==> src/pkg/p1sc_pkg.sv <==
// Package for the port 1 statistics counter bank: register indices, layouts, reset values
package p1sc_pkg;

  // Register indices; the byte address on the bus is four times the index
  localparam logic [7:0] P1SC_IDX_FRAME_HIGH    = 8'h98;
  localparam logic [7:0] P1SC_IDX_FRAME_LOW     = 8'h99;
  localparam logic [7:0] P1SC_IDX_BAD_FRAME_HIGH = 8'h9a;
  localparam logic [7:0] P1SC_IDX_BAD_FRAME_LOW = 8'h9b;
  localparam logic [7:0] P1SC_IDX_LINE_HIGH     = 8'h9c;
  localparam logic [7:0] P1SC_IDX_LINE_LOW      = 8'h9d;
  localparam logic [7:0] P1SC_IDX_BAD_LINE_HIGH = 8'h9e;
  localparam logic [7:0] P1SC_IDX_BAD_LINE_LOW  = 8'h9f;
  localparam logic [7:0] P1SC_IDX_IRQ_STATUS    = 8'hc0;
  localparam logic [7:0] P1SC_IDX_IRQ_MASK      = 8'hc1;

  // Address layout
  localparam int unsigned P1SC_ADR_LSB = 2;
  localparam int unsigned P1SC_IDX_W   = 8;
  localparam int unsigned P1SC_ADR_W   = 32;
  localparam int unsigned P1SC_DAT_W   = 32;

  // Counter slots, in status and mask bit order
  localparam int unsigned P1SC_NUM_CNT   = 4;
  localparam int unsigned P1SC_CNT_W     = 16;
  localparam int unsigned P1SC_BYTE_W    = 8;
  localparam int unsigned P1SC_SLOT_FRAME     = 0;
  localparam int unsigned P1SC_SLOT_BAD_FRAME = 1;
  localparam int unsigned P1SC_SLOT_LINE      = 2;
  localparam int unsigned P1SC_SLOT_BAD_LINE  = 3;

  localparam logic [3:0][7:0] P1SC_IDX_HIGH = {P1SC_IDX_BAD_LINE_HIGH, P1SC_IDX_LINE_HIGH,
                                               P1SC_IDX_BAD_FRAME_HIGH, P1SC_IDX_FRAME_HIGH};
  localparam logic [3:0][7:0] P1SC_IDX_LOW  = {P1SC_IDX_BAD_LINE_LOW, P1SC_IDX_LINE_LOW,
                                               P1SC_IDX_BAD_FRAME_LOW, P1SC_IDX_FRAME_LOW};

  // Reset values, counter wrap limit and increment
  localparam logic [15:0] P1SC_CNT_RST  = 16'h0000;
  localparam logic [15:0] P1SC_CNT_MAX  = 16'hffff;
  localparam logic [15:0] P1SC_CNT_ONE  = 16'h0001;
  localparam logic [7:0]  P1SC_LOW_RST  = 8'h00;
  localparam logic [3:0]  P1SC_STS_RST  = 4'h0;
  localparam logic [3:0]  P1SC_MSK_RST  = 4'h0;
  localparam logic [31:0] P1SC_DAT_RST  = 32'h0000_0000;

  // Transmit events from output port 1, one-cycle pulses
  typedef struct packed {
    logic line_bad;     // Line just sent carried an error
    logic line_sent;    // A line was sent
    logic frame_bad;    // Frame just sent carried an error
    logic frame_sent;   // A frame was sent
  } p1sc_evt_s;

  // Whole state of the counter bank
  typedef struct packed {
    logic [3:0][15:0] cnt;   // Live counters
    logic [3:0][7:0]  low;   // Low-byte snapshots
    logic [3:0]       sts;   // Sticky wrap flags
    logic [3:0]       msk;   // Interrupt enables
    logic             ack;   // Bus acknowledge
    logic [31:0]      dat;   // Bus read data
    logic             irq;   // Interrupt output
  } p1sc_state_s;

endpackage : p1sc_pkg

==> src/logic/p1sc_counters.sv <==
// Port 1 transmit statistics counters with snapshot-on-read, behind a Wishbone slave

// Contract
// [RULE1] Keep four separate 16-bit counters: frames, bad frames, lines, bad lines.
// [RULE2] Bad-frame high read returns counter bits 15:8 as they stand.
// [RULE3] Same read copies bits 7:0 into bad-frame low register and zeroes counter.
// [RULE4] Bad-frame low read returns captured bits 7:0, no effect on counter.
// [RULE5] Software reads bad-frame high before bad-frame low.
// [RULE6] Line high read returns bits 15:8, captures low byte, zeroes counter.
// [RULE7] Line low read returns bits 7:0 captured by preceding high read.
// [RULE8] Software reads line high first, then line low.
// [RULE9] Bad-line high read returns bits 15:8, captures low byte, zeroes counter.
// [RULE10] Bad-line low read returns bits 7:0 captured by last high read.
// [RULE11] Software reads bad-line high ahead of bad-line low.
// [RULE12] Frame low read returns bits 7:0 captured by preceding frame high read.
// [RULE13] Software reads frame high before frame low.
// [RULE14] Frame high read returns bits 15:8, captures low byte, zeroes counter.
// [RULE15] Counters step once per sent frame or line; error counters only when flagged.
// [RULE16] Snapshots hold until next high read; counting continues after the clear.
module p1sc_counters
  import p1sc_pkg::*;
(
  input  wire logic        clk_i,      // 125 MHz clock
  input  wire logic        rst_i,      // Synchronous reset, active high
  input  wire logic        wb_cyc_i,   // Bus cycle
  input  wire logic        wb_stb_i,   // Bus strobe
  input  wire logic        wb_we_i,    // Write enable
  input  wire logic [31:0] wb_adr_i,   // Byte address
  input  wire logic [3:0]  wb_sel_i,   // Byte lane selects
  input  wire logic [31:0] wb_dat_i,   // Write data
  output logic      [31:0] wb_dat_o,   // Read data
  output logic             wb_ack_o,   // Acknowledge
  input  wire p1sc_evt_s   tx_evt_i,   // Port 1 transmit events
  output logic             irq_o       // Level interrupt
);

  p1sc_state_s      s_r;
  p1sc_state_s      s_nxt;
  logic [3:0]       inc;
  logic             take;
  logic             hit;
  logic             rd;
  logic             wr;
  logic [7:0]       idx;
  logic [31:0]      rd_val;
  logic [3:0]       wrap;

  // Counting qualifiers per slot
  assign inc[P1SC_SLOT_FRAME]     = tx_evt_i.frame_sent;                       // see [RULE15]
  assign inc[P1SC_SLOT_BAD_FRAME] = tx_evt_i.frame_sent & tx_evt_i.frame_bad;  // see [RULE15]
  assign inc[P1SC_SLOT_LINE]      = tx_evt_i.line_sent;                        // see [RULE15]
  assign inc[P1SC_SLOT_BAD_LINE]  = tx_evt_i.line_sent & tx_evt_i.line_bad;    // see [RULE15]

  // Request taken once; the ack cycle itself is not a new request
  assign take = wb_cyc_i & wb_stb_i & ~s_r.ack;
  assign idx  = wb_adr_i[P1SC_ADR_LSB +: P1SC_IDX_W];
  assign hit  = take & (wb_adr_i[P1SC_ADR_W-1:P1SC_ADR_LSB+P1SC_IDX_W] == '0);
  assign rd   = hit & ~wb_we_i;
  assign wr   = hit & wb_we_i;

  always_comb begin
    s_nxt  = s_r;
    rd_val = P1SC_DAT_RST;
    wrap   = 4'h0;
    s_nxt.ack = take;

    for (int i = 0; i < P1SC_NUM_CNT; i++) begin
      // High-byte read: report MSBs, snapshot LSBs, clear
      if (idx == P1SC_IDX_HIGH[i]) begin
        rd_val = {24'h000000, s_r.cnt[i][15:8]};  // see [RULE2] [RULE6] [RULE9] [RULE14]
        if (rd) begin
          s_nxt.low[i] = s_r.cnt[i][7:0];        // see [RULE3] [RULE6] [RULE9] [RULE14]
          s_nxt.cnt[i] = P1SC_CNT_RST;           // see [RULE3] [RULE16]
        end
      end
      // Low-byte read returns the snapshot only
      if (idx == P1SC_IDX_LOW[i]) begin
        rd_val = {24'h000000, s_r.low[i]};      // see [RULE4] [RULE7] [RULE10] [RULE12]
      end
      // An event in the clearing cycle still counts
      if (inc[i]) begin
        wrap[i]      = (s_nxt.cnt[i] == P1SC_CNT_MAX);
        s_nxt.cnt[i] = s_nxt.cnt[i] + P1SC_CNT_ONE;  // see [RULE1] [RULE15] [RULE16]
      end
    end

    if (idx == P1SC_IDX_IRQ_STATUS) begin
      rd_val = {28'h0000000, s_r.sts};
    end
    if (idx == P1SC_IDX_IRQ_MASK) begin
      rd_val = {28'h0000000, s_r.msk};
    end

    // Status clears on read; a wrap in the same cycle wins
    if (rd && idx == P1SC_IDX_IRQ_STATUS) begin
      s_nxt.sts = P1SC_STS_RST;
    end
    s_nxt.sts = s_nxt.sts | wrap;

    if (wr && idx == P1SC_IDX_IRQ_MASK && wb_sel_i[0]) begin
      s_nxt.msk = wb_dat_i[3:0];
    end

    // Unmapped or written addresses answer with zero data
    if (take) begin
      s_nxt.dat = rd ? rd_val : P1SC_DAT_RST;
    end

    s_nxt.irq = |(s_nxt.sts & s_nxt.msk);
  end

  always_ff @(posedge clk_i) begin
    if (rst_i) begin
      s_r.cnt <= {P1SC_CNT_RST, P1SC_CNT_RST, P1SC_CNT_RST, P1SC_CNT_RST};
      s_r.low <= {P1SC_LOW_RST, P1SC_LOW_RST, P1SC_LOW_RST, P1SC_LOW_RST};
      s_r.sts <= P1SC_STS_RST;
      s_r.msk <= P1SC_MSK_RST;
      s_r.ack <= 1'b0;
      s_r.dat <= P1SC_DAT_RST;
      s_r.irq <= 1'b0;
    end else begin
      s_r <= s_nxt;
    end
  end

  assign wb_dat_o = s_r.dat;
  assign wb_ack_o = s_r.ack;
  assign irq_o    = s_r.irq;

endmodule : p1sc_counters

==> config.mk <==
export PLATFORM = sky130hd
export DESIGN_NAME = p1sc_counters
export DESIGN_NICKNAME = d
export VERILOG_FILES = /design/src/pkg/p1sc_pkg.sv /design/src/logic/p1sc_counters.sv
export SDC_FILE = /design/constraint.sdc
export NUM_CORES = 1
export LEC_CHECK = 0
export ABC_AREA = 0
export BUFFER_PORTS_ARGS = -buffer_cell sky130_fd_sc_hd__buf_2
export CORE_ASPECT_RATIO = 2
export CORE_MARGIN = 2
export CORE_UTILIZATION = 45
export DETAILED_ROUTE_END_ITERATION = 6
export PLACE_DENSITY = 0.7
export SYNTH_ARGS = -nofsm -noshare
export SYNTH_HDL_FRONTEND = slang
export SYNTH_SLANG_ARGS = --single-unit
==> constraint.sdc <==
create_clock -name clk_i -period 6.02 [get_ports clk_i]
set_input_delay 0.903 -clock clk_i [delete_from_list [all_inputs] [get_ports clk_i]]
set_output_delay 0.903 -clock clk_i [all_outputs]
set_load 0.005 [all_outputs]
==> impl_metrics.tcl, run 1 <==
set metrics [dict create \
    hp-start "s_r[51]" \
    dpl-instance-area_mm2 0.00588 \
    gr-total-overflow 0 \
    clock_sinks 114 \
    switching_share 0.207 \
    ctsHoldBuffers 0 \
    syn-instance-count 659 \
    comb_power_share 0.037 \
    setup_slack_ns 1.86 \
    final_nets 772 \
    tns_ns 0 \
    antenna_found_initial 0 \
    ys_ff_latch 114 \
    drt_wl_total_mm 14.7 \
    ir_drop_uv 275 \
    synth_edf_count 0 \
    p_int_w 0.00157 \
    routed_via_density 5.64 \
    syn_area_mm2 0.00570 \
    fin_util 0.525 \
    power.share.clock 0.577 \
    port_buffers 53 \
    grt_pass1_vias 4750 \
    dp_slack_ns 1.45 \
    synthArstFlopShare 0 \
    drc 0 \
    grt_max_degree 43 \
    tritoncts "built" \
    critPathArrivalTime_ns 4.46 \
    criticalPathCategory "in -> reg" \
    maxSlewHeadroom 0.444 \
    avgSynthCellArea_um2 8.64 \
    ys_seq_area_frac 0.401 \
    fin_crit_ns 4.16 \
    ctsResizeCount 0 \
    placedCellCount 822 \
    post_synth_num_cell_types 49 \
    final_max_slew_viol_count 0 \
    fp.coreArea_mm2 0.0125 \
    grt_pass1_wl_mm 22.9 \
    crit_fanout 13 \
    hp-class "reg -> reg" \
    grt.total_usage 0.218 \
    clk_latency_ns 0.42 \
    critPathRequiredTime_ns 6.32 \
    path_clk_slew_ns 0.05 \
    instances_no_fill 854 \
    fmax_mhz 240 \
    post-cts-setup-buffer-count 0 \
    fin_skew_ns 0.00602 \
    cts_buffer_depth 2 \
    timing.critical_path.from "wb_adr_i[25]" \
    hold_viol_final 0 \
    ant_nets 0 \
    switchingPower_w 0.000411 \
    worst_setup_path_start_kind "primary input" \
    die_area_mm2 0.0136 \
    worst_setup_path_end_kind "flip-flop" \
    fp-row-count 58 \
    first_pass_iters 5 \
    yosys_warnings 0 \
    ctsHtreeMaxLevel 4 \
    maxCapViolCount 0 \
    cts_root_buf "clkbuf_16" \
    die_height_um 163 \
    fin_crit_sh 0.691 \
    antenna_cells 0 \
    cts_buffers 17 \
    hpwl_mm 10.9 \
    status "finished, final reports clean" \
    pwr-share-seq 0.385 \
    ys.flop_type "dfxtp_1" \
    die_w_um 83.6 \
    fill_cells 1171 \
    reg2reg_from "wb_ack_o" \
    vias 4817 \
    leakagePower_nw 2.42 \
    drive_gt1_frac 0.163 \
    worst_pin_slew_ns 0.827 \
    io_pins 111 \
    powerDensity_mw_per_mm2 302 \
    rsz0062_at_grt "false" \
    initial_core_util 0.456 \
    design_area_mm2 0.00656 \
    drt-initial-drc-count 268 \
    place_congestion 0.902 \
    report.final.setup_viol 0 \
    avgRoutedWirePerCell_um 17.2 \
    area_growth_pct 15.1 \
]
power by group through the flow:
stage	Sequential, W	Combinational, W	Clock, W
after floorplan	0.000779	0.0000591	0
after CTS	0.000764	0.0000743	0.00115
after detailed placement	0.000780	0.0000740	0
final	0.000764	0.0000742	0.00115
after global placement	0.000780	0.0000716	0
after global routing	0.000764	0.0000822	0.00119
cell families (layout without fill, tap and decap cells):
group,Yosys count,after routing,synth area share
and+or+nand+nor,309,309,0.273
DFF,114,114,0.401
buffers and inverters,71,93,0.0690
AOI/OAI and AO/OA,65,65,0.0712
xor gates and xnor gates,59,59,0.0907
muxes,36,36,0.0863
adders and majority gates,4,4,0.00879
other,1,24,0.000658
synthesized netlist by cell type (4+ instances only):
library cell,n,area share
buf_1,5,0.0033
and4_1,4,0.0062
xor2_1,30,0.046
and2_1,9,0.0099
clkbuf_1,24,0.016
or2_2,4,0.0044
nor2b_1,7,0.0077
or4_1,4,0.0053
mux4_2,10,0.040
a22oi_1,4,0.0053
buf_4,32,0.042
buf_2,5,0.0044
a32oi_1,6,0.0092
dfxtp_1,114,0.40
mux2_2,5,0.0099
nor3_1,5,0.0044
nand2b_1,5,0.0055
nor4_1,10,0.011
and3_1,14,0.015
mux2i_1,21,0.037
ha_1,4,0.0088
nand4b_1,4,0.0062
nor2_1,96,0.063
nand2_1,89,0.059
inv_1,5,0.0033
nand3_1,25,0.022
xnor2_1,29,0.045
a21oi_1,32,0.028
o21ai_0,10,0.0088
nand4_1,15,0.016
area by class of cell:
type	instances	area [um^2]	share of cell area
sequential	114	2280	0.348
inverter	5	18.8	0.00286
clock buffer	18	439	0.0670
clock inverter	14	235	0.0359
tap	150	188	0.0286
multi-input combinational	497	3110	0.474
timing repair buffer	56	288	0.0439
state kept, by name (all words and copies together), names as in the netlist:
signal / flops
irq_o: 1
s_r: 104
wb_ack_o: 1
wb_dat_o: 8
worst max-delay path, stage by stage:
cell and delay (ns):
buf_2 0.09, nor4_1 0.54, nand4b_1 0.35, or4_1 0.75, and2_1 0.31, ha_1 0.18
nand3_1 0.14, nor2_1 0.12, and3_1 0.23, and3_1 0.23, a22o_1 0.22, a2111o_1 0.40
placed cells by master, fill, tap and decap left out, types with 4 or more instances in the layout:
cell / netlist / final
dfxtp_1: 114 / 114
nor2_1: 96 / 96
nand2_1: 89 / 89
buf_2: 5 / 53
a21oi_1: 32 / 32
xor2_1: 30 / 30
xnor2_1: 29 / 29
nand3_1: 25 / 25
conb_1: 1 / 24
mux2i_1: 21 / 21
clkbuf_16: 0 / 17
nand4_1: 15 / 15
and3_1: 14 / 14
nor4_1: 10 / 10
mux4_2: 10 / 10
o21ai_0: 10 / 10
and2_1: 9 / 9
nor2b_1: 7 / 7
a32oi_1: 6 / 6
bufinv_16: 0 / 6
inv_1: 5 / 5
nand2b_1: 5 / 5
nor3_1: 5 / 5
mux2_2: 5 / 5
nand4b_1: 4 / 4
or4_1: 4 / 4
and4_1: 4 / 4
a22oi_1: 4 / 4
or2_2: 4 / 4
ha_1: 4 / 4
per-stage QoR:
step                hold WS (ns)  power, W
finish                     0.448   0.00198
floorplan                  0.427  0.000838
CTS                        0.452   0.00199
detailed placement         0.445  0.000854
global route               0.460   0.00204
global placement           0.441  0.000851
path summary, 6_finish.rpt:
path | slack, ns | cells past startpoint | endpoint
worst min register to register | 0.45 | 2 | s_r[51]
worst min-delay path | 0.45 | 2 | s_r[51]
worst max-delay path | 1.86 | 12 | irq_o
worst max register to register | 2.41 | 11 | irq_o
metal layers:
layer / global-route usage / up-vias / wire length, um
met5: 0 / - / 0
li1: - / 2277 / -
met4: 0.121 / 0 / 901
met2: 0.432 / 163 / 8270
met1: 0.195 / 2325 / 4830
met3: 0.0576 / 52 / 668
No activity file was read; power rests on OpenSTA's default activity.
==> run 2, diff against run 1 <==
==> constraint.sdc (replaced) <==
create_clock -name clk_i -period 4.32 [get_ports clk_i]
set_input_delay 0.648 -clock clk_i [delete_from_list [all_inputs] [get_ports clk_i]]
set_output_delay 0.648 -clock clk_i [all_outputs]
set_load 0.005 [all_outputs]
==> run 2 against run 1 <==
- setup slack got worse by 1.0 ns
- sequential share of layout area barely moved
- critical path depth did not move
- sequential cell count did not move
- count of clock-buffer cells in the layout rose by 8
- largest cell class unchanged
==> impl_metrics.tcl, run 2 (synthesized netlist as in run 1, its figures left out) <==
set metrics [dict create \
    status "finished, final reports clean" \
    whs_ns 0.456 \
    dpl-instance-area_mm2 0.00595 \
    pwr-share-seq 0.413 \
    die_w_um 83.6 \
    vias 4852 \
    initial_core_util 0.456 \
    clock_sinks 114 \
    drc 0 \
    fin_crit_ns 3.49 \
    path_clk_slew_ns 0.05 \
    drt_wl_total_mm 14.9 \
    design_area_mm2 0.00655 \
    worst_setup_path_start_kind "primary input" \
    power.share.clock 0.545 \
    comb_power_share 0.042 \
    largest_reg_flops 104 \
    area_growth_pct 15.0 \
    switching_share 0.206 \
    criticalPathCategory "in -> reg" \
    ir_drop_uv 433 \
    io_pins 111 \
    p_int_w 0.00205 \
    antenna_found_initial 0 \
    fin_skew_ns 0.00730 \
    final_nets 781 \
    grt_pass1_vias 4902 \
    die_area_mm2 0.0136 \
    avgRoutedWirePerCell_um 17.3 \
    grt_pass1_wl_mm 23.9 \
    grt.total_usage 0.225 \
    leakagePower_nw 2.44 \
    die_height_um 163 \
    antenna_cells 0 \
    critPathArrivalTime_ns 3.78 \
    ctsResizeCount 0 \
    final_max_slew_viol_count 0 \
    largest-register "s_r" \
    drive_gt1_frac 0.169 \
    crit_fanout 4 \
    switchingPower_w 0.000530 \
    ctsHtreeMaxLevel 4 \
    gr-total-overflow 0 \
    post-cts-setup-buffer-count 0 \
    grt_max_degree 43 \
    ctsHoldBuffers 0 \
    routed_via_density 5.64 \
    powerDensity_mw_per_mm2 393 \
    power_w 0.00258 \
    maxSlewHeadroom 0.448 \
    cts_buffer_depth 2 \
    hp-class "reg -> reg" \
    fp.coreArea_mm2 0.0125 \
    report.final.setup_viol 0 \
    place_congestion 0.904 \
    final_common_cell "dfxtp_1" \
    worst_setup_path_end_kind "flip-flop" \
    ant_nets 0 \
    tns_ns 0 \
    tritoncts "built" \
    first_pass_iters 6 \
    drt-initial-drc-count 296 \
    cts_root_buf "clkbuf_16" \
    fmax_mhz 287 \
    hold_viol_final 0 \
    clk_latency_ns 0.41 \
    port_buffers 53 \
    fp-row-count 58 \
    maxCapViolCount 0 \
    fin_crit_sh 0.807 \
    cts_buffers 17 \
    final_cell_mix "dfxtp_1 (114), nor2_1 (96), nand2_1 (89)" \
    rsz0062_at_grt "false" \
    worst_pin_slew_ns 0.820 \
    critPathRequiredTime_ns 4.61 \
    hpwl_mm 11.1 \
]
[run 2: layer usage]
layer | vias to the layer above | global-route usage | share of wire
met3 | 54 | 0.0480 | 0.045
met4 | 0 | 0.164 | 0.068
li1 | 2286 | - | -
met1 | 2313 | 0.200 | 0.33
met2 | 199 | 0.436 | 0.56
met5 | - | 0 | 0
[run 2: final cells by class]
| class | count | area [um^2] |
|---|---|---|
| fillers | 1157 | 5930 |
| multi-input cells | 497 | 3110 |
| flip-flops and latches | 114 | 2280 |
| clock buffers | 26 | 529 |
| repair buffers | 65 | 355 |
| well taps | 150 | 188 |
| clock inverters | 4 | 70.1 |
| inverters | 5 | 18.8 |
[run 2: power by group through the flow]
stage / clock network, W / logic, W / registers [W]
global placement: 0 / 0.000103 / 0.00109
floorplan: 0 / 0.0000823 / 0.00108
global route: 0.00147 / 0.000119 / 0.00106
finish: 0.00140 / 0.000108 / 0.00107
CTS: 0.00141 / 0.000108 / 0.00106
detailed placement: 0 / 0.000107 / 0.00109
[run 2: final timing paths]
| path | startpoint | endpoint | slack [ns] | depth (start not counted) |
|---|---|---|---|---|
| worst max-delay path | wb_adr_i[25] | irq_o | 0.83 | 12 |
| worst min-delay path | s_r[60] | s_r[60] | 0.46 | 2 |
| worst max register to register | wb_ack_o | irq_o | 1.10 | 11 |
| worst min register to register | s_r[60] | s_r[60] | 0.46 | 2 |
[run 2: per-stage QoR]
| step | instances | worst slack [ns] | util |
|---|---|---|---|
| floorplan | 682 | 0.809 | - |
| global placement | 831 | 0.498 | 0.477 |
| detailed placement | 831 | 0.465 | 0.477 |
| CTS | 861 | 0.868 | 0.525 |
| global route | 861 | 0.680 | 0.525 |
| finish | 861 | 0.833 | 0.525 |
[run 2: critical path, stage by stage]
cell	delay, ns
buf_2	0.09
nor4_1	0.53
nand4b_1	0.20
or4_1	0.53
and2_1	0.23
ha_1	0.19
nand3_1	0.14
nor2_1	0.12
and3_1	0.23
and3_1	0.23
a22o_1	0.23
a2111o_1	0.40
==> run 3, diff against run 2 <==
--- a/config.mk
+++ b/config.mk
@@ -5,13 +5,13 @@
 export SDC_FILE = /design/constraint.sdc
 export NUM_CORES = 1
 export LEC_CHECK = 0
-export ABC_AREA = 0
+export ABC_AREA = 1
 export BUFFER_PORTS_ARGS = -buffer_cell sky130_fd_sc_hd__buf_2
 export CORE_ASPECT_RATIO = 2
 export CORE_MARGIN = 2
 export CORE_UTILIZATION = 45
 export DETAILED_ROUTE_END_ITERATION = 6
-export PLACE_DENSITY = 0.7
+export PLACE_DENSITY = 0.72
 export SYNTH_ARGS = -nofsm -noshare
 export SYNTH_HDL_FRONTEND = slang
 export SYNTH_SLANG_ARGS = --single-unit
==> constraint.sdc (replaced) <==
create_clock -name clk_i -period 2.8 [get_ports clk_i]
set_input_delay 0.42 -clock clk_i [delete_from_list [all_inputs] [get_ports clk_i]]
set_output_delay 0.42 -clock clk_i [all_outputs]
set_load 0.005 [all_outputs]
==> run 3 against run 2 <==
- power is 54% higher
- sequential cell count unchanged
- sequential share of layout area down 3.7 points
- count of clock-buffer cells in the layout fell by 3
- hold slack lost 0.14 ns
- sequential power rose by 53%
- combinational power up 69%
- cell area increased by 12%
- first-iteration DRC count rose by 14%
==> impl_metrics.tcl, run 3 <==
set metrics [dict create \
    grt_pass1_wl_mm 27.0 \
    ant_nets 0 \
    status "finished, final reports clean" \
    instances_no_fill 1202 \
    hold_viol_final 0 \
    fin_skew_ns 0.00993 \
    cts_root_buf "clkbuf_16" \
    final_max_slew_viol_count 0 \
    tritoncts "built" \
    die_area_mm2 0.0152 \
    synth_compound_area_frac 0.174 \
    largest_reg_flops 104 \
    antenna_cells 0 \
    ys_ff_latch 114 \
    first_pass_iters 5 \
    dp_slack_ns 0.133 \
    fin_crit_sh 0.884 \
    fp-row-count 61 \
    synth_commonest_cells "nand2_1 (210), dfxtp_1 (114), a21oi_1 (110)" \
    yosysMostFrequentCell "nand2_1" \
    pwr-share-seq 0.413 \
    drt_wl_total_mm 17.0 \
    synth_edf_count 0 \
    synthArstFlopShare 0 \
    grt.total_usage 0.229 \
    clk_latency_ns 0.42 \
    wl_met3_um 469 \
    switchingPower_w 0.000884 \
    syn-instance-count 948 \
    report.final.setup_viol 0 \
    muxShareOfSynthArea 0.00176 \
    critPathRequiredTime_ns 3.15 \
    worst_setup_path_end_kind "flip-flop" \
    gr-total-overflow 0 \
    final_common_cell "nand2_1" \
    largest-register "s_r" \
    ir_drop_uv 354 \
    maxCapViolCount 0 \
    synth-xor-area-share 0 \
    yosys_warnings 0 \
    die_height_um 172 \
    fin_util 0.528 \
    dpl-instance-area_mm2 0.00674 \
    fill_cells 1396 \
    path_clk_slew_ns 0.05 \
    syn_area_mm2 0.00638 \
    placedCellCount 1170 \
    ys.flop_type "dfxtp_1" \
    area_growth_pct 14.9 \
    criticalPathCategory "reg -> reg" \
    post-cts-setup-buffer-count 0 \
    final_cell_mix "nand2_1 (210), dfxtp_1 (114), a21oi_1 (110)" \
    switching_share 0.222 \
    post_synth_num_cell_types 47 \
    power.share.clock 0.542 \
    die_w_um 88.2 \
    avgRoutedWirePerCell_um 14.1 \
    drive_gt1_frac 0.156 \
    yosysTopAreaCell "dfxtp_1" \
    comb_power_share 0.046 \
    p_int_w 0.00309 \
    initial_core_util 0.459 \
    port_buffers 53 \
    avgSynthCellArea_um2 6.73 \
    io_pins 111 \
    hp-class "in -> reg" \
    topRoutingLayerUsed "met4" \
    hpwl_mm 12.9 \
    ys_seq_area_frac 0.358 \
    worst_setup_path_start_kind "flip-flop" \
    powerDensity_mw_per_mm2 542 \
    critPathArrivalTime_ns 2.83 \
    crit_fanout 33 \
    routed_via_density 5.15 \
    final_nets 1081 \
    synth-simple-area-share 0.335 \
    drc 0 \
    ctsHtreeMaxLevel 4 \
    synthAdderAreaFrac 0.00784 \
    place_congestion 0.955 \
    grt_pass1_vias 5900 \
    setup_slack_ns 0.326 \
    grt_max_degree 51 \
    fin_crit_ns 2.47 \
    cts_buffers 17 \
    wl_met2_mm 9.79 \
    synthTopCellsByArea "dfxtp_1 (36%), nand2_1 (12%), a21oi_1 (8.6%)" \
    fp.coreArea_mm2 0.0139 \
    antenna_found_initial 0 \
    fmax_mhz 404 \
    clock_sinks 114 \
    synth_top_family_by_area "simple AND/OR/NAND/NOR gates" \
    wl_met1_mm 5.85 \
    leakagePower_nw 2.91 \
    drt-initial-drc-count 336 \
    design_area_mm2 0.00733 \
    vias 6193 \
    tns_ns 0 \
    synth_top_cell_area_share 0.358 \
    rsz0062_at_grt "false" \
    cts_buffer_depth 2 \
]
run 3: layer usage:
layer,global-route usage,up-vias
met4,0.138,0
li1,-,3163
met2,0.450,148
met5,0,-
met1,0.212,2826
met3,0.0296,56
run 3: kinds of logic (layout without fill, tap and decap cells):
logic type               after synthesis  in the layout
buffers and inverters                163            205
adder cells (fa/ha/maj)                4              4
AO/OA/AOI/OAI                        213            213
AND/OR/NAND/NOR                      452            452
flip-flops                           114            114
other                                  1             24
multiplexers                           1              1
run 3: worst paths after layout:
path	from	depth (start not counted)	end	slack, ns
max	wb_ack_o	17	irq_o	0.33
min	wb_dat_i[0]	3	s_r[34]	0.31
max reg2reg	wb_ack_o	17	irq_o	0.33
min reg2reg	s_r[52]	2	s_r[52]	0.44
run 3: layout make-up:
class                           count  area, um^2  area share
Sequential cell                   114        2280       0.311
Timing Repair Buffer               70         430      0.0587
Clock inverter                      9         104      0.0142
Tap cell                          189         236      0.0322
Inverter                          103         389      0.0531
Clock buffer                       23         488      0.0665
Multi-Input combinational cell    694        3400       0.464
run 3: per-stage QoR:
step	total power (W)	hold WS, ns
floorplan	0.00181	0.424
detailed placement	0.00186	0.435
CTS	0.00399	0.312
finish	0.00398	0.315
global route	0.00409	0.331
global placement	0.00185	0.432
run 3: power by group through the flow:
stage / clock [W] / sequential (W) / combinational [W]
5_1_grt: 0.00224 / 0.00164 / 0.000209
6_report: 0.00215 / 0.00164 / 0.000182
3_5_place_dp: 0 / 0.00168 / 0.000180
3_3_place_gp: 0 / 0.00168 / 0.000177
4_1_cts: 0.00217 / 0.00164 / 0.000181
2_1_floorplan: 0 / 0.00167 / 0.000132
run 3: worst max-delay path, stage by stage, from the launching register on:
cell	delay, ns
dfxtp_1	0.34
inv_1	0.05
nand3_1	0.08
nor2_1	0.05
nand2_1	0.15
nor2_8	0.08
nand3_4	0.09
buf_4	0.32
nand2_1	0.14
nor2_1	0.29
inv_1	0.10
nor2_1	0.13
nand3_1	0.21
nand2_1	0.14
nand2_1	0.05
nand2_1	0.05
nand2_1	0.05
nand3_1	0.09
run 3: timing repair:
action	4_1_cts	5_1_grt
setup endpoints to repair	0	1
resized for setup	0	1
hold buffers	0	0
